**src/hw/rt_event_pkg.sv**
```systemverilog
// constants for the terminal event bits block
// assumes an axi4-lite master with 32-bit data and word-aligned registers
package rt_event_pkg;
  // register indices; byte address is four times the index
  localparam logic [11:0] IDX_PEND = 12'h009;
  localparam logic [11:0] IDX_EN = 12'h012;
  localparam logic [11:0] IDX_OE = 12'h016;
  localparam logic [11:0] IDX_CFG = 12'h017;
  localparam logic [11:0] IDX_STAT = 12'h040;
  localparam logic [11:0] IDX_MASK = 12'h041;
  localparam logic [11:0] IDX_CPRE = 12'h042;
  localparam logic [11:0] IDX_ILLO = 12'h043;
  localparam logic [11:0] IDX_ILHI = 12'h044;
  localparam logic [11:0] IDX_CTRL = 12'h045;
  // event bit positions in the enable, pending and output-enable words
  localparam int BIT_RESET = 8;
  localparam int BIT_INDEX = 7;
  localparam int BIT_ILLEGAL = 6;
  // writable bits: 8..3; bit 9 and 15..10 and 2..0 stay zero
  localparam logic [15:0] EVT_WMASK = 16'h01F8;
  localparam logic [15:0] PEND_CLEAR = 16'h0000;
  localparam int CFG_AUTO_BIT = 0;
  localparam int CTRL_CLR_BIT = 0;
  // sticky status bits for the system interrupt
  localparam int ST_RESET = 0;
  localparam int ST_INDEX = 1;
  localparam int ST_ILLEGAL = 2;
  // command word fields
  localparam int CMD_TR_BIT = 10;
  localparam int CMD_SA_HI = 9;
  localparam int CMD_SA_LO = 5;
  // axi responses
  localparam logic [1:0] RESP_OKAY = 2'h0;
  localparam logic [1:0] RESP_DECERR = 2'h3;

  // true when a byte address selects the register at the given index
  function automatic logic regHit(input logic [11:0] addr, input logic [11:0] idx);
    regHit = (addr[11:2] == idx[9:0]) && (addr[1:0] == 2'h0);
  endfunction
endpackage

```
**src/hw/rt_illegal_table.sv**
```systemverilog
// illegalization table: one bit per direction and subaddress
// assumes writes come from the register slave on the same clock
`timescale 1ns/1ps
module rt_illegal_table
  import rt_event_pkg::*;
(
  // clock and reset
  input wire logic clk_sys,
  input wire logic rst_b,
  // host writes
  input wire logic wrLo,
  input wire logic wrHi,
  input wire logic [31:0] wrData,
  // lookup
  input wire logic [15:0] cmdWord,
  output logic illegal,
  output logic [63:0] tableBits
);
  // whole state in one struct
  typedef struct packed {
    logic [63:0] bits; // a one marks an illegal command
  } table_t;

  table_t state_reg;
  table_t state_next;

  // index from direction bit and subaddress; broadcast shares the entry
  function automatic logic [5:0] tableIndex(input logic [15:0] w);
    tableIndex = {w[CMD_TR_BIT], w[CMD_SA_HI:CMD_SA_LO]};
  endfunction

  // host loads the two halves
  always_comb
  begin
    state_next = state_reg;
    if (wrLo)
    begin
      state_next.bits[31:0] = wrData;
    end
    if (wrHi)
    begin
      state_next.bits[63:32] = wrData;
    end
  end

  // all entries legal after reset
  always_ff @(posedge clk_sys or negedge rst_b)
  begin
    if (!rst_b)
    begin
      state_reg <= '0;
    end
    else
    begin
      state_reg <= state_next;
    end
  end

  assign illegal = state_reg.bits[tableIndex(cmdWord)];
  assign tableBits = state_reg.bits;
endmodule

```
**src/hw/rt_event_bits.sv**
```systemverilog
// terminal event bits 15..6: reset command, index zero, illegal command
// assumes event strobes come from terminal logic on clk_sys, one cycle each
// Notes on behaviour
// - bits 15 to 10 unused, read zero
// - bit 9 ignores writes, reads zero
// - valid reset command raises bit 8 event
// - disabled reset event: config bit 0 picks handling
// - disabled reset event still drives reset-needed pin
// - broadcast reset command also drives reset-needed pin
// - indexed mode: index one to zero raises bit 7
// - circular mode: preset message count raises bit 7
// - table bit one marks command illegal, bit 6
// - illegal command: message error status, no data
// - disabled illegal event leaves pending and irq alone
// - enabled events OR into pending register
// - pending read returns contents then clears
// - enabling a bit ignores earlier events
// - output-enabled pending event drives irq at completion
//
// Decided for this implementation: the AXI4-Lite interface to the registers.
`timescale 1ns/1ps
module rt_event_bits
  import rt_event_pkg::*;
(
  // clock and reset
  input wire logic clk_sys,
  input wire logic rst_b,
  // axi4-lite write address and data
  input wire logic [11:0] awaddr,
  input wire logic awvalid,
  output logic awready,
  input wire logic [31:0] wdata,
  input wire logic [3:0] wstrb,
  input wire logic wvalid,
  output logic wready,
  output logic [1:0] bresp,
  output logic bvalid,
  input wire logic bready,
  // axi4-lite read
  input wire logic [11:0] araddr,
  input wire logic arvalid,
  output logic arready,
  output logic [31:0] rdata,
  output logic [1:0] rresp,
  output logic rvalid,
  input wire logic rready,
  // terminal event strobes
  input wire logic cmdValid,
  input wire logic [15:0] cmdWord,
  input wire logic resetCmdDone,
  input wire logic cmdBroadcast,
  input wire logic idxDecrement,
  input wire logic idxCountOne,
  input wire logic circMsgDone,
  input wire logic msgDone,
  // terminal and host outputs
  output logic irqN,
  output logic resetNeeded,
  output logic autoReset,
  output logic messageErrorFlag,
  output logic noDataWords,
  output logic terminalPendingSummary,
  output logic intr
);
  // whole block state
  typedef struct packed {
    logic awRdy; // write address slot free
    logic wRdy; // write data slot free
    logic awHave; // write address held
    logic [11:0] awAddr;
    logic wHave; // write data held
    logic [31:0] wData;
    logic [3:0] wStrb;
    logic bValid;
    logic [1:0] bResp;
    logic arRdy;
    logic rValid;
    logic [31:0] rData;
    logic [1:0] rResp;
    logic [15:0] enable; // event enable
    logic [15:0] pending; // latched enabled events
    logic [15:0] outEn; // events that reach the host pin
    logic [15:0] cfgWord; // terminal configuration; bit 0 picks reset handling
    logic [15:0] capture; // events of the message in progress
    logic [2:0] status; // sticky system events
    logic [2:0] mask;
    logic [7:0] circPreset;
    logic [7:0] circCount;
    logic irqN; // host interrupt, active low, idle high so the pin comes from a flop
    logic resetNeeded;
    logic autoReset;
    logic msgErr;
    logic noData;
    logic summary;
    logic intr;
  } state_t;

  state_t state_reg;
  state_t state_next;
  logic illegalBit; // table lookup for the current command word
  logic [63:0] tableBits; // table contents for read-back
  logic tblWrLo; // write strobes into the table
  logic tblWrHi;

  // keep only writable event bits; bit 9 and upper bits never store
  function automatic logic [15:0] evtWrite(input logic [15:0] d);
    evtWrite = d & EVT_WMASK;
  endfunction

  // register the write into the table only when the write completes
  assign tblWrLo = state_reg.awHave && state_reg.wHave && !state_reg.bValid
                   && regHit(state_reg.awAddr, IDX_ILLO);
  assign tblWrHi = state_reg.awHave && state_reg.wHave && !state_reg.bValid
                   && regHit(state_reg.awAddr, IDX_ILHI);

  rt_illegal_table illegalTable (
    .clk_sys(clk_sys),
    .rst_b(rst_b),
    .wrLo(tblWrLo),
    .wrHi(tblWrHi),
    .wrData(state_reg.wData),
    .cmdWord(cmdWord),
    .illegal(illegalBit),
    .tableBits(tableBits)
  );

  // next-state logic for bus slave and event bits
  always_comb
  begin
    logic [15:0] raw; // events seen this cycle, before enable
    logic [15:0] newEvt; // enabled events this cycle
    logic [15:0] msgEvt; // everything this message raised
    logic readPend; // pending read handshake this cycle
    logic doWrite;
    logic [7:0] cnt;
    logic [31:0] rd;
    logic hit;
    raw = '0;
    newEvt = '0;
    msgEvt = '0;
    readPend = 1'b0;
    doWrite = 1'b0;
    cnt = '0;
    rd = '0;
    hit = 1'b1;
    state_next = state_reg;
    state_next.autoReset = 1'b0;
    // write channels taken in either order
    if (awvalid && state_reg.awRdy)
    begin
      state_next.awHave = 1'b1;
      state_next.awAddr = awaddr;
    end
    if (wvalid && state_reg.wRdy)
    begin
      state_next.wHave = 1'b1;
      state_next.wData = wdata;
      state_next.wStrb = wstrb;
    end
    if (state_reg.bValid && bready)
    begin
      state_next.bValid = 1'b0;
    end
    doWrite = state_reg.awHave && state_reg.wHave && !state_reg.bValid;
    if (doWrite)
    begin
      state_next.awHave = 1'b0;
      state_next.wHave = 1'b0;
      state_next.bValid = 1'b1;
      state_next.bResp = RESP_OKAY;
      // only the low half word matters, except the table halves take all 32 bits; write strobes are not used
      if (regHit(state_reg.awAddr, IDX_EN))
      begin
        state_next.enable = evtWrite(state_reg.wData[15:0]);
      end
      else if (regHit(state_reg.awAddr, IDX_OE))
      begin
        state_next.outEn = evtWrite(state_reg.wData[15:0]);
      end
      else if (regHit(state_reg.awAddr, IDX_CFG))
      begin
        state_next.cfgWord = state_reg.wData[15:0];
      end
      else if (regHit(state_reg.awAddr, IDX_MASK))
      begin
        state_next.mask = state_reg.wData[2:0];
      end
      else if (regHit(state_reg.awAddr, IDX_CPRE))
      begin
        state_next.circPreset = state_reg.wData[7:0];
      end
      else if (regHit(state_reg.awAddr, IDX_CTRL))
      begin
        if (state_reg.wData[CTRL_CLR_BIT])
        begin
          state_next.resetNeeded = 1'b0;
        end
      end
      else if (regHit(state_reg.awAddr, IDX_STAT) || regHit(state_reg.awAddr, IDX_PEND)
               || regHit(state_reg.awAddr, IDX_ILLO) || regHit(state_reg.awAddr, IDX_ILHI))
      begin
        // pending ignores writes; status is write-one-to-clear below
      end
      else
      begin
        state_next.bResp = RESP_DECERR;
      end
    end
    // status clears first so a same-cycle event below wins
    if (doWrite && regHit(state_reg.awAddr, IDX_STAT))
    begin
      state_next.status = state_reg.status & ~state_reg.wData[2:0];
    end
    state_next.awRdy = !state_next.awHave && !state_next.bValid;
    state_next.wRdy = !state_next.wHave && !state_next.bValid;
    // read channel: one outstanding, answered the cycle after
    if (state_reg.rValid && rready)
    begin
      state_next.rValid = 1'b0;
    end
    if (arvalid && state_reg.arRdy)
    begin
      if (regHit(araddr, IDX_PEND))
      begin
        rd = {16'h0000, state_reg.pending};
        readPend = 1'b1;
      end
      else if (regHit(araddr, IDX_EN))
      begin
        rd = {16'h0000, state_reg.enable};
      end
      else if (regHit(araddr, IDX_OE))
      begin
        rd = {16'h0000, state_reg.outEn};
      end
      else if (regHit(araddr, IDX_CFG))
      begin
        rd = {16'h0000, state_reg.cfgWord};
      end
      else if (regHit(araddr, IDX_STAT))
      begin
        rd = {29'h0000000, state_reg.status};
      end
      else if (regHit(araddr, IDX_MASK))
      begin
        rd = {29'h0000000, state_reg.mask};
      end
      else if (regHit(araddr, IDX_CPRE))
      begin
        rd = {24'h000000, state_reg.circPreset};
      end
      else if (regHit(araddr, IDX_ILLO))
      begin
        rd = tableBits[31:0];
      end
      else if (regHit(araddr, IDX_ILHI))
      begin
        rd = tableBits[63:32];
      end
      else if (regHit(araddr, IDX_CTRL))
      begin
        rd = {31'h00000000, state_reg.resetNeeded};
      end
      else
      begin
        hit = 1'b0;
      end
      state_next.rValid = 1'b1;
      state_next.rData = rd;
      state_next.rResp = hit ? RESP_OKAY : RESP_DECERR;
    end
    state_next.arRdy = !state_next.rValid;
    // raw events of this cycle
    raw[BIT_RESET] = resetCmdDone;
    raw[BIT_INDEX] = idxDecrement && idxCountOne;
    cnt = state_reg.circCount + 8'h01;
    if (circMsgDone)
    begin
      if (cnt == state_reg.circPreset)
      begin
        raw[BIT_INDEX] = 1'b1;
        cnt = 8'h00;
      end
      state_next.circCount = cnt;
    end
    raw[BIT_ILLEGAL] = cmdValid && illegalBit;
    // enable is sampled at the event, so late enabling misses it
    newEvt = raw & state_reg.enable;
    msgEvt = state_reg.capture | newEvt;
    // illegal command answer
    if (cmdValid)
    begin
      state_next.msgErr = illegalBit;
      state_next.noData = illegalBit;
    end
    // reset command: pin when the event is off or on broadcast, handling choice when the event is off
    if (resetCmdDone && (!state_reg.enable[BIT_RESET] || cmdBroadcast))
    begin
      state_next.resetNeeded = 1'b1;
    end
    if (resetCmdDone && !state_reg.enable[BIT_RESET])
    begin
      state_next.autoReset = state_reg.cfgWord[CFG_AUTO_BIT];
    end
    // pending: read clear first, then message results OR in
    if (readPend)
    begin
      state_next.pending = PEND_CLEAR;
      state_next.irqN = 1'b1;
    end
    if (msgDone)
    begin
      state_next.pending = state_next.pending | msgEvt;
      state_next.capture = '0;
      if ((msgEvt & state_reg.outEn) != 16'h0000)
      begin
        state_next.irqN = 1'b0;
      end
    end
    else
    begin
      state_next.capture = msgEvt;
    end
    // sticky system status, set wins over a same-cycle clear
    state_next.status[ST_RESET] = state_next.status[ST_RESET] | raw[BIT_RESET];
    state_next.status[ST_INDEX] = state_next.status[ST_INDEX] | raw[BIT_INDEX];
    state_next.status[ST_ILLEGAL] = state_next.status[ST_ILLEGAL] | raw[BIT_ILLEGAL];
    state_next.intr = |(state_next.status & state_next.mask);
    state_next.summary = |state_next.pending;
  end

  // single register stage for all state
  always_ff @(posedge clk_sys or negedge rst_b)
  begin
    if (!rst_b)
    begin
      // everything clear, host interrupt pin released high
      state_reg <= '{irqN: 1'b1, default: '0};
    end
    else
    begin
      state_reg <= state_next;
    end
  end

  // outputs straight from the state register
  assign awready = state_reg.awRdy;
  assign wready = state_reg.wRdy;
  assign bvalid = state_reg.bValid;
  assign bresp = state_reg.bResp;
  assign arready = state_reg.arRdy;
  assign rvalid = state_reg.rValid;
  assign rdata = state_reg.rData;
  assign rresp = state_reg.rResp;
  assign irqN = state_reg.irqN;
  assign resetNeeded = state_reg.resetNeeded;
  assign autoReset = state_reg.autoReset;
  assign messageErrorFlag = state_reg.msgErr;
  assign noDataWords = state_reg.noData;
  assign terminalPendingSummary = state_reg.summary;
  assign intr = state_reg.intr;

  // checks
  AST_RSV_BITS: assert property (@(posedge clk_sys) disable iff (!rst_b)
    (state_reg.pending[15:9] == 7'h00) && (state_reg.enable[15:9] == 7'h00))
    else $error("reserved event bits set");
  AST_PEND_OR: assert property (@(posedge clk_sys) disable iff (!rst_b)
    (msgDone && !(arvalid && arready && regHit(araddr, IDX_PEND)))
    |=> ((state_reg.pending & $past(state_reg.pending)) == $past(state_reg.pending)))
    else $error("pending lost a bit");
  AST_READ_CLEAR: assert property (@(posedge clk_sys) disable iff (!rst_b)
    (arvalid && arready && regHit(araddr, IDX_PEND) && !msgDone)
    |=> (state_reg.pending == PEND_CLEAR) && rvalid && (rdata[15:0] == $past(state_reg.pending)))
    else $error("pending read did not clear");
  AST_RESET_PIN: assert property (@(posedge clk_sys) disable iff (!rst_b)
    (resetCmdDone && !state_reg.enable[BIT_RESET]) |=> resetNeeded)
    else $error("reset pin not driven");
  AST_BCAST_PIN: assert property (@(posedge clk_sys) disable iff (!rst_b)
    (resetCmdDone && cmdBroadcast) |=> resetNeeded)
    else $error("broadcast reset pin not driven");
  AST_AUTO_RESET: assert property (@(posedge clk_sys) disable iff (!rst_b)
    (resetCmdDone && !state_reg.enable[BIT_RESET])
    |=> (autoReset == $past(state_reg.cfgWord[CFG_AUTO_BIT])))
    else $error("reset handling choice wrong");
  AST_ILLEGAL_ME: assert property (@(posedge clk_sys) disable iff (!rst_b)
    cmdValid |=> (messageErrorFlag == $past(illegalBit)) && (noDataWords == messageErrorFlag))
    else $error("illegal answer wrong");
  AST_ILL_OFF: assert property (@(posedge clk_sys) disable iff (!rst_b)
    (cmdValid && illegalBit && !state_reg.enable[BIT_ILLEGAL] && !msgDone)
    |=> (state_reg.capture[BIT_ILLEGAL] == $past(state_reg.capture[BIT_ILLEGAL])))
    else $error("disabled illegal event captured");
  AST_IDX_EVT: assert property (@(posedge clk_sys) disable iff (!rst_b)
    (idxDecrement && idxCountOne && state_reg.enable[BIT_INDEX] && !msgDone)
    |=> state_reg.capture[BIT_INDEX])
    else $error("index zero event missed");
  AST_IRQ_DONE: assert property (@(posedge clk_sys) disable iff (!rst_b)
    (msgDone && ((state_reg.capture & state_reg.outEn) != 16'h0000)) |=> !irqN)
    else $error("irq not asserted at completion");
endmodule

```
**config.mk**
```make
export PLATFORM = sky130hd
export DESIGN_NAME = rt_event_bits
export DESIGN_NICKNAME = d
export VERILOG_FILES = /design/src/hw/rt_event_pkg.sv /design/src/hw/rt_illegal_table.sv /design/src/hw/rt_event_bits.sv
export SDC_FILE = /design/constraint.sdc
export NUM_CORES = 1
export LEC_CHECK = 0
export BUFFER_PORTS_ARGS = -buffer_cell sky130_fd_sc_hd__buf_2
export CAP_MARGIN = 25
export CELL_PAD_IN_SITES_DETAIL_PLACEMENT = 1
export CELL_PAD_IN_SITES_GLOBAL_PLACEMENT = 2
export CORE_ASPECT_RATIO = 0.6
export CORE_MARGIN = 2
export CORE_UTILIZATION = 41
export CTS_BUF_LIST = sky130_fd_sc_hd__clkbuf_4
export DETAILED_ROUTE_END_ITERATION = 10
export PLACE_DENSITY_LB_ADDON = 0.25
export SLEW_MARGIN = 20
export SYNTH_ARGS = -nofsm -noshare
export SYNTH_HDL_FRONTEND = slang
export SYNTH_HIERARCHICAL = 1
export SYNTH_SLANG_ARGS = --single-unit
export TNS_END_PERCENT = 20
```
**constraint.sdc**
```tcl
create_clock -name clk_sys -period 2.85 [get_ports clk_sys]
set_clock_uncertainty 0.2 [all_clocks]
set_input_delay 0.1425 -clock clk_sys [delete_from_list [all_inputs] [get_ports clk_sys]]
set_output_delay 0.1425 -clock clk_sys [all_outputs]
set_load 0.01 [all_outputs]
```
Word-level counts from Yosys, hierarchy flattened
Index checks and enable logic that the tools add are counted.

storage, ports and cells
  register bits after elaboration = 243
  input port bits = 90
  output and inout port bits = 48

cells by class
  $add $sub $neg = 1
  magnitude comparators = 1
  equality and inequality tests = 26
  muxes and demuxes = 68
  bitwise logic cells = 14
  reduce and logical (&&, ||, !) cells = 59

operators with widths
  operator                                              count
  2-to-1 mux 32 bit                                     9
  equality test 10 x 7 -> 1 bit, second input constant  12
  equality test 10 x 5 -> 1 bit, second input constant  6
  2-to-1 mux 16 bit                                     3
  2-to-1 mux 11 bit                                     4
  2-to-1 mux 37 bit                                     1
  logical AND 1 bit                                     36
  2-to-1 mux 35 bit                                     1
  2-to-1 mux 1 bit                                      34
  2-to-1 mux 8 bit                                      3
  equality test 10 x 4 -> 1 bit, second input constant  2
  bitwise AND 16 x 9 -> 16 bit                          1
  2-to-1 mux 2 bit                                      8
  OR 16 bit                                             1
  OR 16 x 9 -> 16 bit                                   1
  nonzero test 16 bit                                   1
  OR reduction 16 bit                                   1
  2-to-1 mux 13 bit                                     1
  != test 2 x 1 -> 1 bit, second input constant         5
  bitwise AND 9 bit                                     1
  2-to-1 mux 3 bit                                      3
  adder 8 x 1 -> 8 bit, second input constant           1
  equality test 8 bit                                   1
  AND reduction 8 bit                                   1
  other kinds (15)                                      32

Logic depth before layout (Yosys ltp)
Gate-level depths: netlist of run 1.

  word-level depth = 16
  gate-level depth with buffers = 12
  depth with buffers taken out = 10

Hierarchy
Netlist of run 1, hierarchy kept.

by module, submodules not included
  module            instances  cells an instance  area an instance (um2)
  rt_event_bits     1          669                7739.9
  rt_illegal_table  1          198                2952.8

Worst setup path after synthesis of run 1
OpenSTA, ideal clock, no wires.

  path type = reg-to-reg
  start point = register state_reg, in the netlist bvalid
  end point = register illegalTable.state_reg, in the netlist illegalTable/tableBits[33]
  library setup time = 0.125 ns
  arrival = 2.291 ns
  required time = 2.525 ns
  path slack = 0.234 ns
  cell stages (with the launch flop) = 9
  clock period less this slack = 2.616 ns
  path through = dfrtp_1 -> and3b_1 -> clkbuf_1 -> and3_1 -> and3_1 -> nor3b_1 -> clkbuf_1 -> buf_1 -> mux2_2

between the ends
  word-level cells in the longest chain between the ends = 3

ends and longest elaborated chain
  what                      RTL line                source
  start: declaration        rt_event_bits.sv:98     state_t state_reg;
  start signal: assignment  rt_event_bits.sv:342    state_reg <= state_next;
  zero test 1 bit           rt_event_bits.sv:113    assign tblWrHi = state_reg.awHave && state_reg.wHave && !state_reg.bValid
  logical AND 1 bit         rt_event_bits.sv:113
  logical AND 1 bit         rt_event_bits.sv:114    && regHit(state_reg.awAddr, IDX_ILHI);
  via tblWrHi               rt_event_bits.sv:103    logic tblWrHi;
  end signal: assignment    rt_illegal_table.sv:55  state_reg <= state_next;
  end: declaration          rt_illegal_table.sv:24  table_t state_reg;

The timed path passes the listed nets, and every way through them passes these cells.
A chain may end at the register's enable or synchronous reset.

==> results of run 1 <==
==> cell usage in the layout (no fill, tap or decap), types with 4 or more instances in the layout <==
cell	n
buf_2	122
clkinv_1	17
nand2b_1	11
mux2i_1	8
nor4_1	9
a21oi_1	7
nor3_1	11
mux2_2	148
nor4b_1	5
and3_1	8
nor2_1	25
o21ai_0	39
o21ai_1	15
inv_1	12
nor2b_1	13
mux4_2	11
a221oi_1	7
a32oi_1	4
dfrtp_1	223
xor2_1	6
a21o_1	11
nand4_1	6
buf_12	7
xnor2_1	5
nand3_1	12
nand2_1	46
and2_1	15
dlygate4sd3_1	160
clkbuf_4	80
buf_4	31
a22oi_1	46
a21bo_2	4
==> how the worst min path moves through the flow <==
stage                    from           end  cells after the start
floorplan               rst_b       arready                      0
detailed placement      rst_b  state_reg[7]                      1
CTS                 araddr[0]      rdata[9]                      5
global route         cmdValid   noDataWords                      3
finish              araddr[0]      rdata[6]                      6
global placement        rst_b  state_reg[7]                      1
==> through the flow <==
step	power, uW	util, %	setup WS, ns	instance area, sq um
after floorplan	4990	-	0.234	10700
after global placement	5670	45.8	0.134	11600
after detailed placement	5730	45.8	0.0447	11600
after CTS	9020	54.9	0.0323	14000
after global routing	9550	54.9	0.0121	14000
final	9050	54.9	0.164	14000
==> report_power, final <==
part / switching [uW] / total (uW) / internal, uW
Sequential: 713 / 4330 / 3620
Clock: 1390 / 2690 / 1300
Combinational: 809 / 2030 / 1220
==> synthesized netlist by cell type (all sizes together) (5+ instances only) <==
library cell | count | area [sq um]
a211oi | 5 | 47.5
nor4b | 6 | 67.6
mux2 | 148 | 1670
a221oi | 8 | 76.3
nor4 | 12 | 111
inv | 12 | 45.0
xor2 | 6 | 52.6
mux4 | 12 | 274
a21bo | 5 | 50.1
nor2 | 28 | 115
and2 | 15 | 93.8
dfrtp | 223 | 5580
nand4 | 6 | 37.5
nand2b | 11 | 68.8
nand2 | 46 | 173
nand3 | 13 | 70.1
xnor2 | 5 | 43.8
o21ai | 54 | 270
a21oi | 7 | 35.0
a21o | 11 | 82.6
clkbuf | 19 | 72.6
buf | 64 | 422
nor3 | 13 | 81.3
mux2i | 8 | 80.1
a22oi | 46 | 345
nor2b | 13 | 81.3
and3 | 8 | 50.1
==> routing by layer <==
layer  share of wire (%)  track usage [%]
met1                  51             40.8
met2                  40             35.5
met3                 8.2             7.93
met4                 1.6             7.08
met5                   0                0
==> timing repair <==
item,4_1_cts,5_1_grt
hold buffers,162,0
endpoints found under the setup margin,0,7
resized for setup,0,1
hold endpoints to repair,324,0
==> cell type report <==
type | count | area [sq um] | share of cell area [%]
antenna | 1 | 2.50 | 0.0179
timing repair buffer | 322 | 2630 | 18.8
inverter | 12 | 45.0 | 0.322
sequential | 224 | 5610 | 40.1
tap | 352 | 440 | 3.15
multi-input combinational | 548 | 4560 | 32.6
clock buffer | 80 | 601 | 4.30
clock inverter | 23 | 90.1 | 0.645
==> kinds of logic after synthesis <==
group | after synthesis
XOR/XNOR | 12
adder cells (fa/ha/maj) | 1
multiplexers | 168
AND/OR/NAND/NOR | 194
flip-flops | 224
AO/OA/AOI/OAI | 173
buffers and inverters | 95
==> worst max-delay path, stage by stage (launching register included) <==
cell,delay (ns)
dfrtp_1,0.39
mux4_1,0.54
o2111ai_1,0.20
nand3_1,0.12
a211oi_2,0.25
a211oi_2,0.17
a31o_2,0.28
o41ai_2,0.30
o21ai_0,0.12
==> metrics.cfg, run 1 <==
[worst_setup_path]
rr_startpoint=illegalTable/tableBits[53]
reg2reg_slack_ns=0.16
critical_path_required_ns=3.23
critical_path.endpoint_type=flip-flop
crit_path_max_fanout=4
start_kind=flip-flop
startpoint=illegalTable/tableBits[53]
crit_arrival_ns=3.07
r2r_cells=8
timing.setup.critical_path_class=reg -> reg
crit_end=terminalPendingSummary
worstReg2RegEnd=terminalPendingSummary

[clock_network]
clk_pin_slew_ns=0.07
cts_buffers=55
clock_latency_ns=0.72
cts_tree=built
cts.sinks=224
cts_root_buffer=clkbuf_4
clock_path_buffers=3
htree_levels=2
cts_setup_buffers=0

[global_routing]
grt_pass1_vias=8973
antenna_found_initial=3
grt-ovfl-total=0
grt_max_degree=77
grt_use_total_pct=26.4
grt_pass1_wl_um=54200

[final_layout]
final_layout_size_suffix_gt1_share_pct=36.1
stdcell_count=1562
area_growth_pct=30.7
fillers=2700
finalNetCount=1254
largest_reg_flops=115

[yosys]
synth_nets=958
netlist_area_sq_um=10700
avgSynthCellArea_sq_um=12.3
synthSimpleGateAreaFrac_pct=10.8
synth-compound-area-share_pct=11.6
synth_ff_type=dfrtp_1
synth-xor-area-share_pct=1.12
yosys_warnings=6
synth_edf_count=0
synth_seq_area_share_pct=52.4
synthAdderAreaFrac_pct=0.117
ys_seq_elements=224
synth_async_sr_flop_share_pct=100
yosysUniqueCellTypes=81
synth_cells=867
synthMuxAreaShare_pct=18.9
synth_top_family_by_area=multiplexers

[drt]
viasPerCell=5.43
antenna_left=0
wl_per_cell_um=22.1
totalWireLength_um=34500
vias=8484
dr.pass1.iters=5
drcViolationCount=0
drt_first_iter_violations=661

[sta]
finalHoldViolCount=0
setup_viol=0
rsz0062_at_grt=yes
setup_tns_ns=0
hold_ws_ns=0.0521
max_freq_ghz=0.372
worst_slew_pin_slew_ns=0.692
slew_violations=0
min_period_ns=2.69
fin_crit_sh_pct=94.3
slew_headroom_pct=53.9

[placement]
place.gp.congestion=0.925
io_buffers=123
dp_hpwl_um=23300
place_inst=1297

[floorplanning]
start_util_pct=42.0
fp-row-count=45
die_y_um=129
die_area_sq_um=27400
die_w_um=212
num_io_pins=138
core_sq_um=25400

[job]
max_cap_violations=0

[power]
ir_worst_vdd_mv=0.406
pwr_density_cell_nw_per_um2=648
leakage_uw=0.00654

[outcome]
status=finished clean

[min_path]
min_path_type=in -> reg

No activity file was read; power rests on OpenSTA's default activity.
==> run 2: changes to the inputs <==
CORE_UTILIZATION = 37   (was 41)
SKIP_CTS_REPAIR_TIMING = 1   (was default)
clock period = 2.4 ns   (was 2.85 ns; I/O delays follow)
==> run 2 against run 1 <==
Effect of this change:
- the run now ends with setup timing left
- sequential cell count unchanged
- design area up 5.5%
- combinational power up 38%
- clock-buffer cell count down 1
- largest cell class unchanged
- largest power group unchanged
==> metrics.cfg, run 2 (synthesized netlist as in run 1, its figures left out) <==
[power]
ir_worst_vdd_mv=0.496  ; +22%
pwr_density_cell_nw_per_um2=761  ; +18%
leakage_uw=0.00690  ; +5.5%
fin_total_pwr_uw=11200  ; +24%

[clock_network]
cts_tree=built
clock_latency_ns=0.72  ; about the same
clk_pin_slew_ns=0.07  ; about the same
htree_levels=2  ; unchanged
cts_root_buffer=clkbuf_4
cts_buffers=56  ; +1.8%
cts.sinks=224  ; unchanged
clock_path_buffers=3  ; unchanged

[final_layout]
finalNetCount=1323  ; +5.5%
seq_area_sq_um=5610  ; about the same
stdcell_count=1640  ; +5.0%
multi_input_comb_area_sq_um=4740  ; +4.0%
utilization_pct=51.6  ; -3.3 points
largest_reg_flops=115  ; unchanged
final_cell_mix=222 x dfrtp_1, 162 x dlygate4sd3_1, 132 x mux2_2, 122 x buf_2, 93 x buf_4
fillers=3049  ; +13%
layout_commonest_cell=dfrtp_1
final_layout_size_suffix_gt1_share_pct=41.1  ; +4.9 points
area_growth_pct=37.9

[sta]
hold_ws_ns=0.00576  ; -0.0463 ns
finalHoldViolCount=0  ; unchanged
slew_violations=0  ; unchanged
min_period_ns=2.61  ; -0.0784 ns
worst_slew_pin_slew_ns=0.755  ; +0.0629 ns
slew_headroom_pct=49.7  ; -4.2 points
setup_viol=20  ; +20
max_freq_ghz=0.383  ; +3.0%
worst_slack_ns=-0.208  ; -0.372 ns
setup_tns_ns=-0.861  ; -0.861 ns
rsz0062_at_grt=yes
fin_crit_sh_pct=109  ; +14 points

[worst_setup_path]
crit_path_max_fanout=3  ; -1
worst_path_largest_cell_delay_ns=0.52  ; -0.02 ns
critical_path_required_ns=2.78  ; -0.45 ns
timing.setup.critical_path_class=reg -> reg
start_kind=flip-flop
critical_path.endpoint_type=flip-flop
reg2reg_slack_ns=-0.21  ; -0.37 ns
r2r_cells=8  ; unchanged
crit_arrival_ns=2.99  ; -0.08 ns
crit_chain=mux4_2 -> o2111ai_2 -> nand3_1 -> a211oi_2 -> a211oi_4 -> a31o_4 -> o41ai_2 -> o21ai_1
cpMaxStageDelayCell=mux4_2

[drt]
antenna_left=0  ; unchanged
vias=8781  ; +3.5%
viasPerCell=5.35  ; -1.4%
wl_per_cell_um=22.3  ; +0.63%
drcViolationCount=0  ; unchanged
dr.pass1.iters=5  ; unchanged
drt_first_iter_violations=610  ; -7.7%
totalWireLength_um=36500  ; +5.7%

[global_routing]
grt-ovfl-total=0  ; unchanged
grt_pass1_vias=8246  ; -8.1%
antenna_found_initial=3  ; unchanged
grt_max_degree=71  ; -7.8%
grt_use_total_pct=22.5  ; -3.9 points
grt_pass1_wl_um=51200  ; -5.4%

[floorplanning]
die_area_sq_um=30300  ; +11%
core_sq_um=28600  ; +12%
die_y_um=136  ; +5.1%
fp-row-count=48  ; +6.7%
start_util_pct=37.4  ; -4.6 points
num_io_pins=138  ; unchanged
die_w_um=223  ; +5.2%

[min_path]
min_path_type=in -> reg
holdPathStages=5  ; -1

[job]
max_cap_violations=0  ; unchanged

[placement]
dp_hpwl_um=24800  ; +6.6%
place.gp.congestion=0.849  ; -8.2%
place_inst=1379  ; +6.3%
io_buffers=123  ; unchanged

[outcome]
failed_checks=setup timing
status=complete, but fails checks

## run 2: per-stage QoR
stage / cell area, sq um / setup slack (ns)
2_1_floorplan: 10700 / -0.0223
6_report: 14700 / -0.208
4_1_cts: 12800 / -0.343
5_1_grt: 14700 / -0.304
3_5_place_dp: 12100 / -0.299
3_3_place_gp: 12100 / -0.225
## run 2: where the power goes
| part | leakage (uW) | internal [uW] | switching (uW) |
|---|---|---|---|
| Sequential | 0.00298 | 4300 | 809 |
| Combinational | 0.00351 | 1680 | 1120 |
| Clock | 0.000409 | 1700 | 1620 |
| Total | 0.00690 | 7680 | 3550 |
## run 2: critical path, delay by kind of cell (launching register included)
family | cells | cell delay, ns
AND/OR/NAND/NOR | 1 | 0.11
multiplexers | 1 | 0.52
flip-flops | 1 | 0.39
AO/OA/AOI/OAI | 6 | 1.26
## run 2: worst paths after layout
check / startpoint / end
worst min-delay path: araddr[1] / state_reg[85]
worst min register to register: rdata[27] / rdata[27]
worst max-delay path: illegalTable/tableBits[55] / terminalPendingSummary
min in group asynchronous: rst_b / state_reg[195]
worst max register to register: illegalTable/tableBits[55] / terminalPendingSummary
max in group asynchronous: rst_b / illegalTable/tableBits[12]
## run 2: final cells by class
| class | count | share of cell area, % |
|---|---|---|
| tap | 375 | 3.18 |
| multi-input combinational | 548 | 32.2 |
| antenna | 2 | 0.0339 |
| sequential | 224 | 38.0 |
| clock buffer | 79 | 4.02 |
| timing repair buffer | 390 | 21.6 |
| inverter | 12 | 0.305 |
| clock inverter | 10 | 0.619 |
## run 2: metal layers
| layer | global-route usage (%) | share of wire, % |
|---|---|---|
| met1 | 37.2 | 51 |
| met2 | 27.0 | 39 |
| met3 | 7.24 | 9.0 |
| met4 | 4.78 | 1.0 |
| met5 | 0 | 0.019 |
==> run 3: changes to the inputs <==
--- a/config.mk
+++ b/config.mk
@@ -10,9 +10,9 @@
 export CELL_PAD_IN_SITES_DETAIL_PLACEMENT = 1
 export CELL_PAD_IN_SITES_GLOBAL_PLACEMENT = 2
-export CORE_ASPECT_RATIO = 0.6
 export CORE_MARGIN = 2
 export CORE_UTILIZATION = 37
 export CTS_BUF_LIST = sky130_fd_sc_hd__clkbuf_4
 export DETAILED_ROUTE_END_ITERATION = 10
+export GPL_TIMING_DRIVEN = 0
 export PLACE_DENSITY_LB_ADDON = 0.25
 export SKIP_CTS_REPAIR_TIMING = 1
--- a/constraint.sdc
+++ b/constraint.sdc
@@ -3,3 +3,3 @@
 set_input_delay 0.12 -clock clk_sys [delete_from_list [all_inputs] [get_ports clk_sys]]
 set_output_delay 0.12 -clock clk_sys [all_outputs]
-set_load 0.01 [all_outputs]
+set_load 0.005 [all_outputs]
==> run 3 against run 2 <==
Effect of this change:
- the flow finishes with violations (hold timing, setup timing)
- worst hold slack got worse by 0.018 ns
- via count is 4.8% lower
- utilization is 1.4 points lower
- sequential share of layout area grew 1.1 points
- critical path depth is the same
- highest routed layer is now met4
- design area shrank 2.9%
- setup slack worse by 0.11 ns
- maximum frequency shrank 4.0%
- cell count shrank 2.2%
- largest cell class unchanged
==> metrics.cfg, run 3 (synthesized netlist as in run 1, its figures left out) <==
[final_layout]
largest_reg_flops=115  ; unchanged
final_cell_mix=221 x dfrtp_1, 126 x buf_2, 122 x mux2_2, 98 x dlygate4sd3_1, 97 x clkbuf_4
multi_input_comb_area_sq_um=4880  ; +2.8%
layout_commonest_cell=dfrtp_1
finalNetCount=1260  ; -4.8%
area_growth_pct=33.9
final_layout_size_suffix_gt1_share_pct=42.7  ; +1.6 points
fillers=3100  ; +1.7%
seq_area_sq_um=5610  ; about the same

[drt]
top_layer=met4
dr.pass1.iters=5  ; unchanged
vias=8360  ; -4.8%
antenna_left=0  ; unchanged
wl_met2_um=15200  ; +6.6%
totalWireLength_um=32400  ; -11%
drcViolationCount=0  ; unchanged
viasPerCell=5.21  ; -2.7%
wl_per_cell_um=20.2  ; -9.2%
wl_met1_um=15400  ; -17%
route.met3.wl_um=1230  ; -63%
drt_first_iter_violations=383  ; -37%

[worst_setup_path]
critical_path_required_ns=2.73  ; -0.05 ns
crit_arrival_ns=3.04  ; +0.05 ns
cpMaxStageDelayCell=mux4_2
worst_path_largest_cell_delay_ns=0.53  ; about the same
crit_path_max_fanout=4  ; +1
critical_path_buf_inv_count=0  ; unchanged
start_kind=flip-flop
critical_path.endpoint_type=flip-flop
crit_chain=mux4_2 -> o2111ai_2 -> nand3_1 -> a211oi_2 -> a211oi_4 -> a31o_4 -> o41ai_4 -> o21ai_1
timing.setup.critical_path_class=reg -> reg
crit_family=compound AO/OA/AOI/OAI gates

[outcome]
failed_checks=hold timing, setup timing
status=complete, but fails checks

[min_path]
min_path_type=in -> reg

[clock_network]
clock_path_buffers=3  ; unchanged
clk_pin_slew_ns=0.06  ; about the same
cts.sinks=224  ; unchanged
cts_buffers=67  ; +20%
htree_levels=3  ; +1
cts_root_buffer=clkbuf_4
cts_tree=built
clock_latency_ns=0.68  ; -0.04 ns

[sta]
slew_headroom_pct=41.3  ; -8.4 points
worst_slack_ns=-0.316  ; -0.108 ns
slew_violations=0  ; unchanged
hold_ws_ns=-0.0123  ; -0.0180 ns
max_freq_ghz=0.368  ; -4.0%
setup_viol=50  ; +150%
fin_crit_sh_pct=113  ; +4.5 points
worst_slew_pin_slew_ns=0.881  ; +0.126 ns
rsz0062_at_grt=yes
finalHoldViolCount=1  ; +1
min_period_ns=2.72  ; +0.108 ns

[power]
pwr_density_cell_nw_per_um2=764  ; +0.32%
ir_worst_vdd_mv=0.528  ; +6.4%
fin_total_pwr_uw=10900  ; -2.6%
leakage_uw=0.00670  ; -2.9%

[global_routing]
grt_use_total_pct=20.6  ; -1.9 points
grt_pass1_vias=8476  ; +2.8%
grt-ovfl-total=0  ; unchanged
antenna_found_initial=2  ; -1
grt_pass1_wl_um=48500  ; -5.3%
grt_max_degree=98  ; +38%

[floorplanning]
core_sq_um=28500  ; -0.14%
num_io_pins=138  ; unchanged
fp-row-count=62  ; +29%
die_area_sq_um=30300  ; -0.14%
die_w_um=174  ; -22%
start_util_pct=37.5  ; +0.052 points
die_y_um=174  ; +28%

[placement]
dp_hpwl_um=21700  ; -12%
place.gp.congestion=0.827  ; -2.5%
pre_cts_ws_ns=-0.721  ; -0.422 ns
io_buffers=117  ; -4.9%

[job]
max_cap_violations=0  ; unchanged

run 3: cell types whose count changed in the layout (fill, tap and decap cells not counted), moves of 8 or more:
cell           before  now
dlygate4sd3_1     162   98
buf_4              93   54
clkbuf_4           79   97
clkbuf_1            0   15
mux2_2            132  122
mux2_4             16   26
clkinv_1            6   14
run 3: layout make-up:
cell class | instances | area share [%]
Clock buffer | 96 | 5.03
Antenna cell | 2 | 0.0349
Multi-Input combinational cell | 548 | 34.0
Clock inverter | 22 | 1.15
Sequential cell | 224 | 39.2
Inverter | 12 | 0.315
Tap cell | 384 | 3.35
Buffer | 81 | 3.99
Timing Repair Buffer | 235 | 12.9
run 3: worst paths after layout:
| path | from | to | slack, ns | depth (start not counted) |
|---|---|---|---|---|
| worst max-delay path | illegalTable/tableBits[55] | terminalPendingSummary | -0.32 | 8 |
| min in group asynchronous | rst_b | state_reg[37] | 0.37 | 4 |
| worst max register to register | illegalTable/tableBits[55] | terminalPendingSummary | -0.32 | 8 |
| max in group asynchronous | rst_b | illegalTable/tableBits[38] | 1.11 | 4 |
| worst min register to register | state_reg[59] | rdata[14] | 0.28 | 1 |
| worst min-delay path | araddr[8] | rdata[7] | -0.01 | 7 |
run 3: stage by stage:
step	std cells	util [%]	cell area [sq um]	setup TNS (ns)
CTS	1488	44.5	12700	-52.19
global route	1604	50.2	14300	-11.50
floorplan	867	-	10700	-1.44
global placement	1368	41.2	11800	-730.64
finish	1604	50.2	14300	-4.76
detailed placement	1370	41.4	11800	-57.76
run 3: per-layer routing:
layer  vias up  track usage [%]
li1       3845                -
met1      4250             29.1
met2       212             31.4
met3        53             4.33
met4         0             7.11
met5         -                0
run 3: worst min-delay path, cell delays in order:
cell	delay, ns
buf_2	0.10
nor4b_1	0.09
nand2_1	0.10
nor2_1	0.11
nand2_1	0.09
a221o_1	0.13
nand3_1	0.07
run 3: where the power goes:
part	leakage, uW	switching (uW)	internal, uW
logic	0.00320	962	1090
registers	0.00298	695	4310
clock network	0.000526	1720	2160
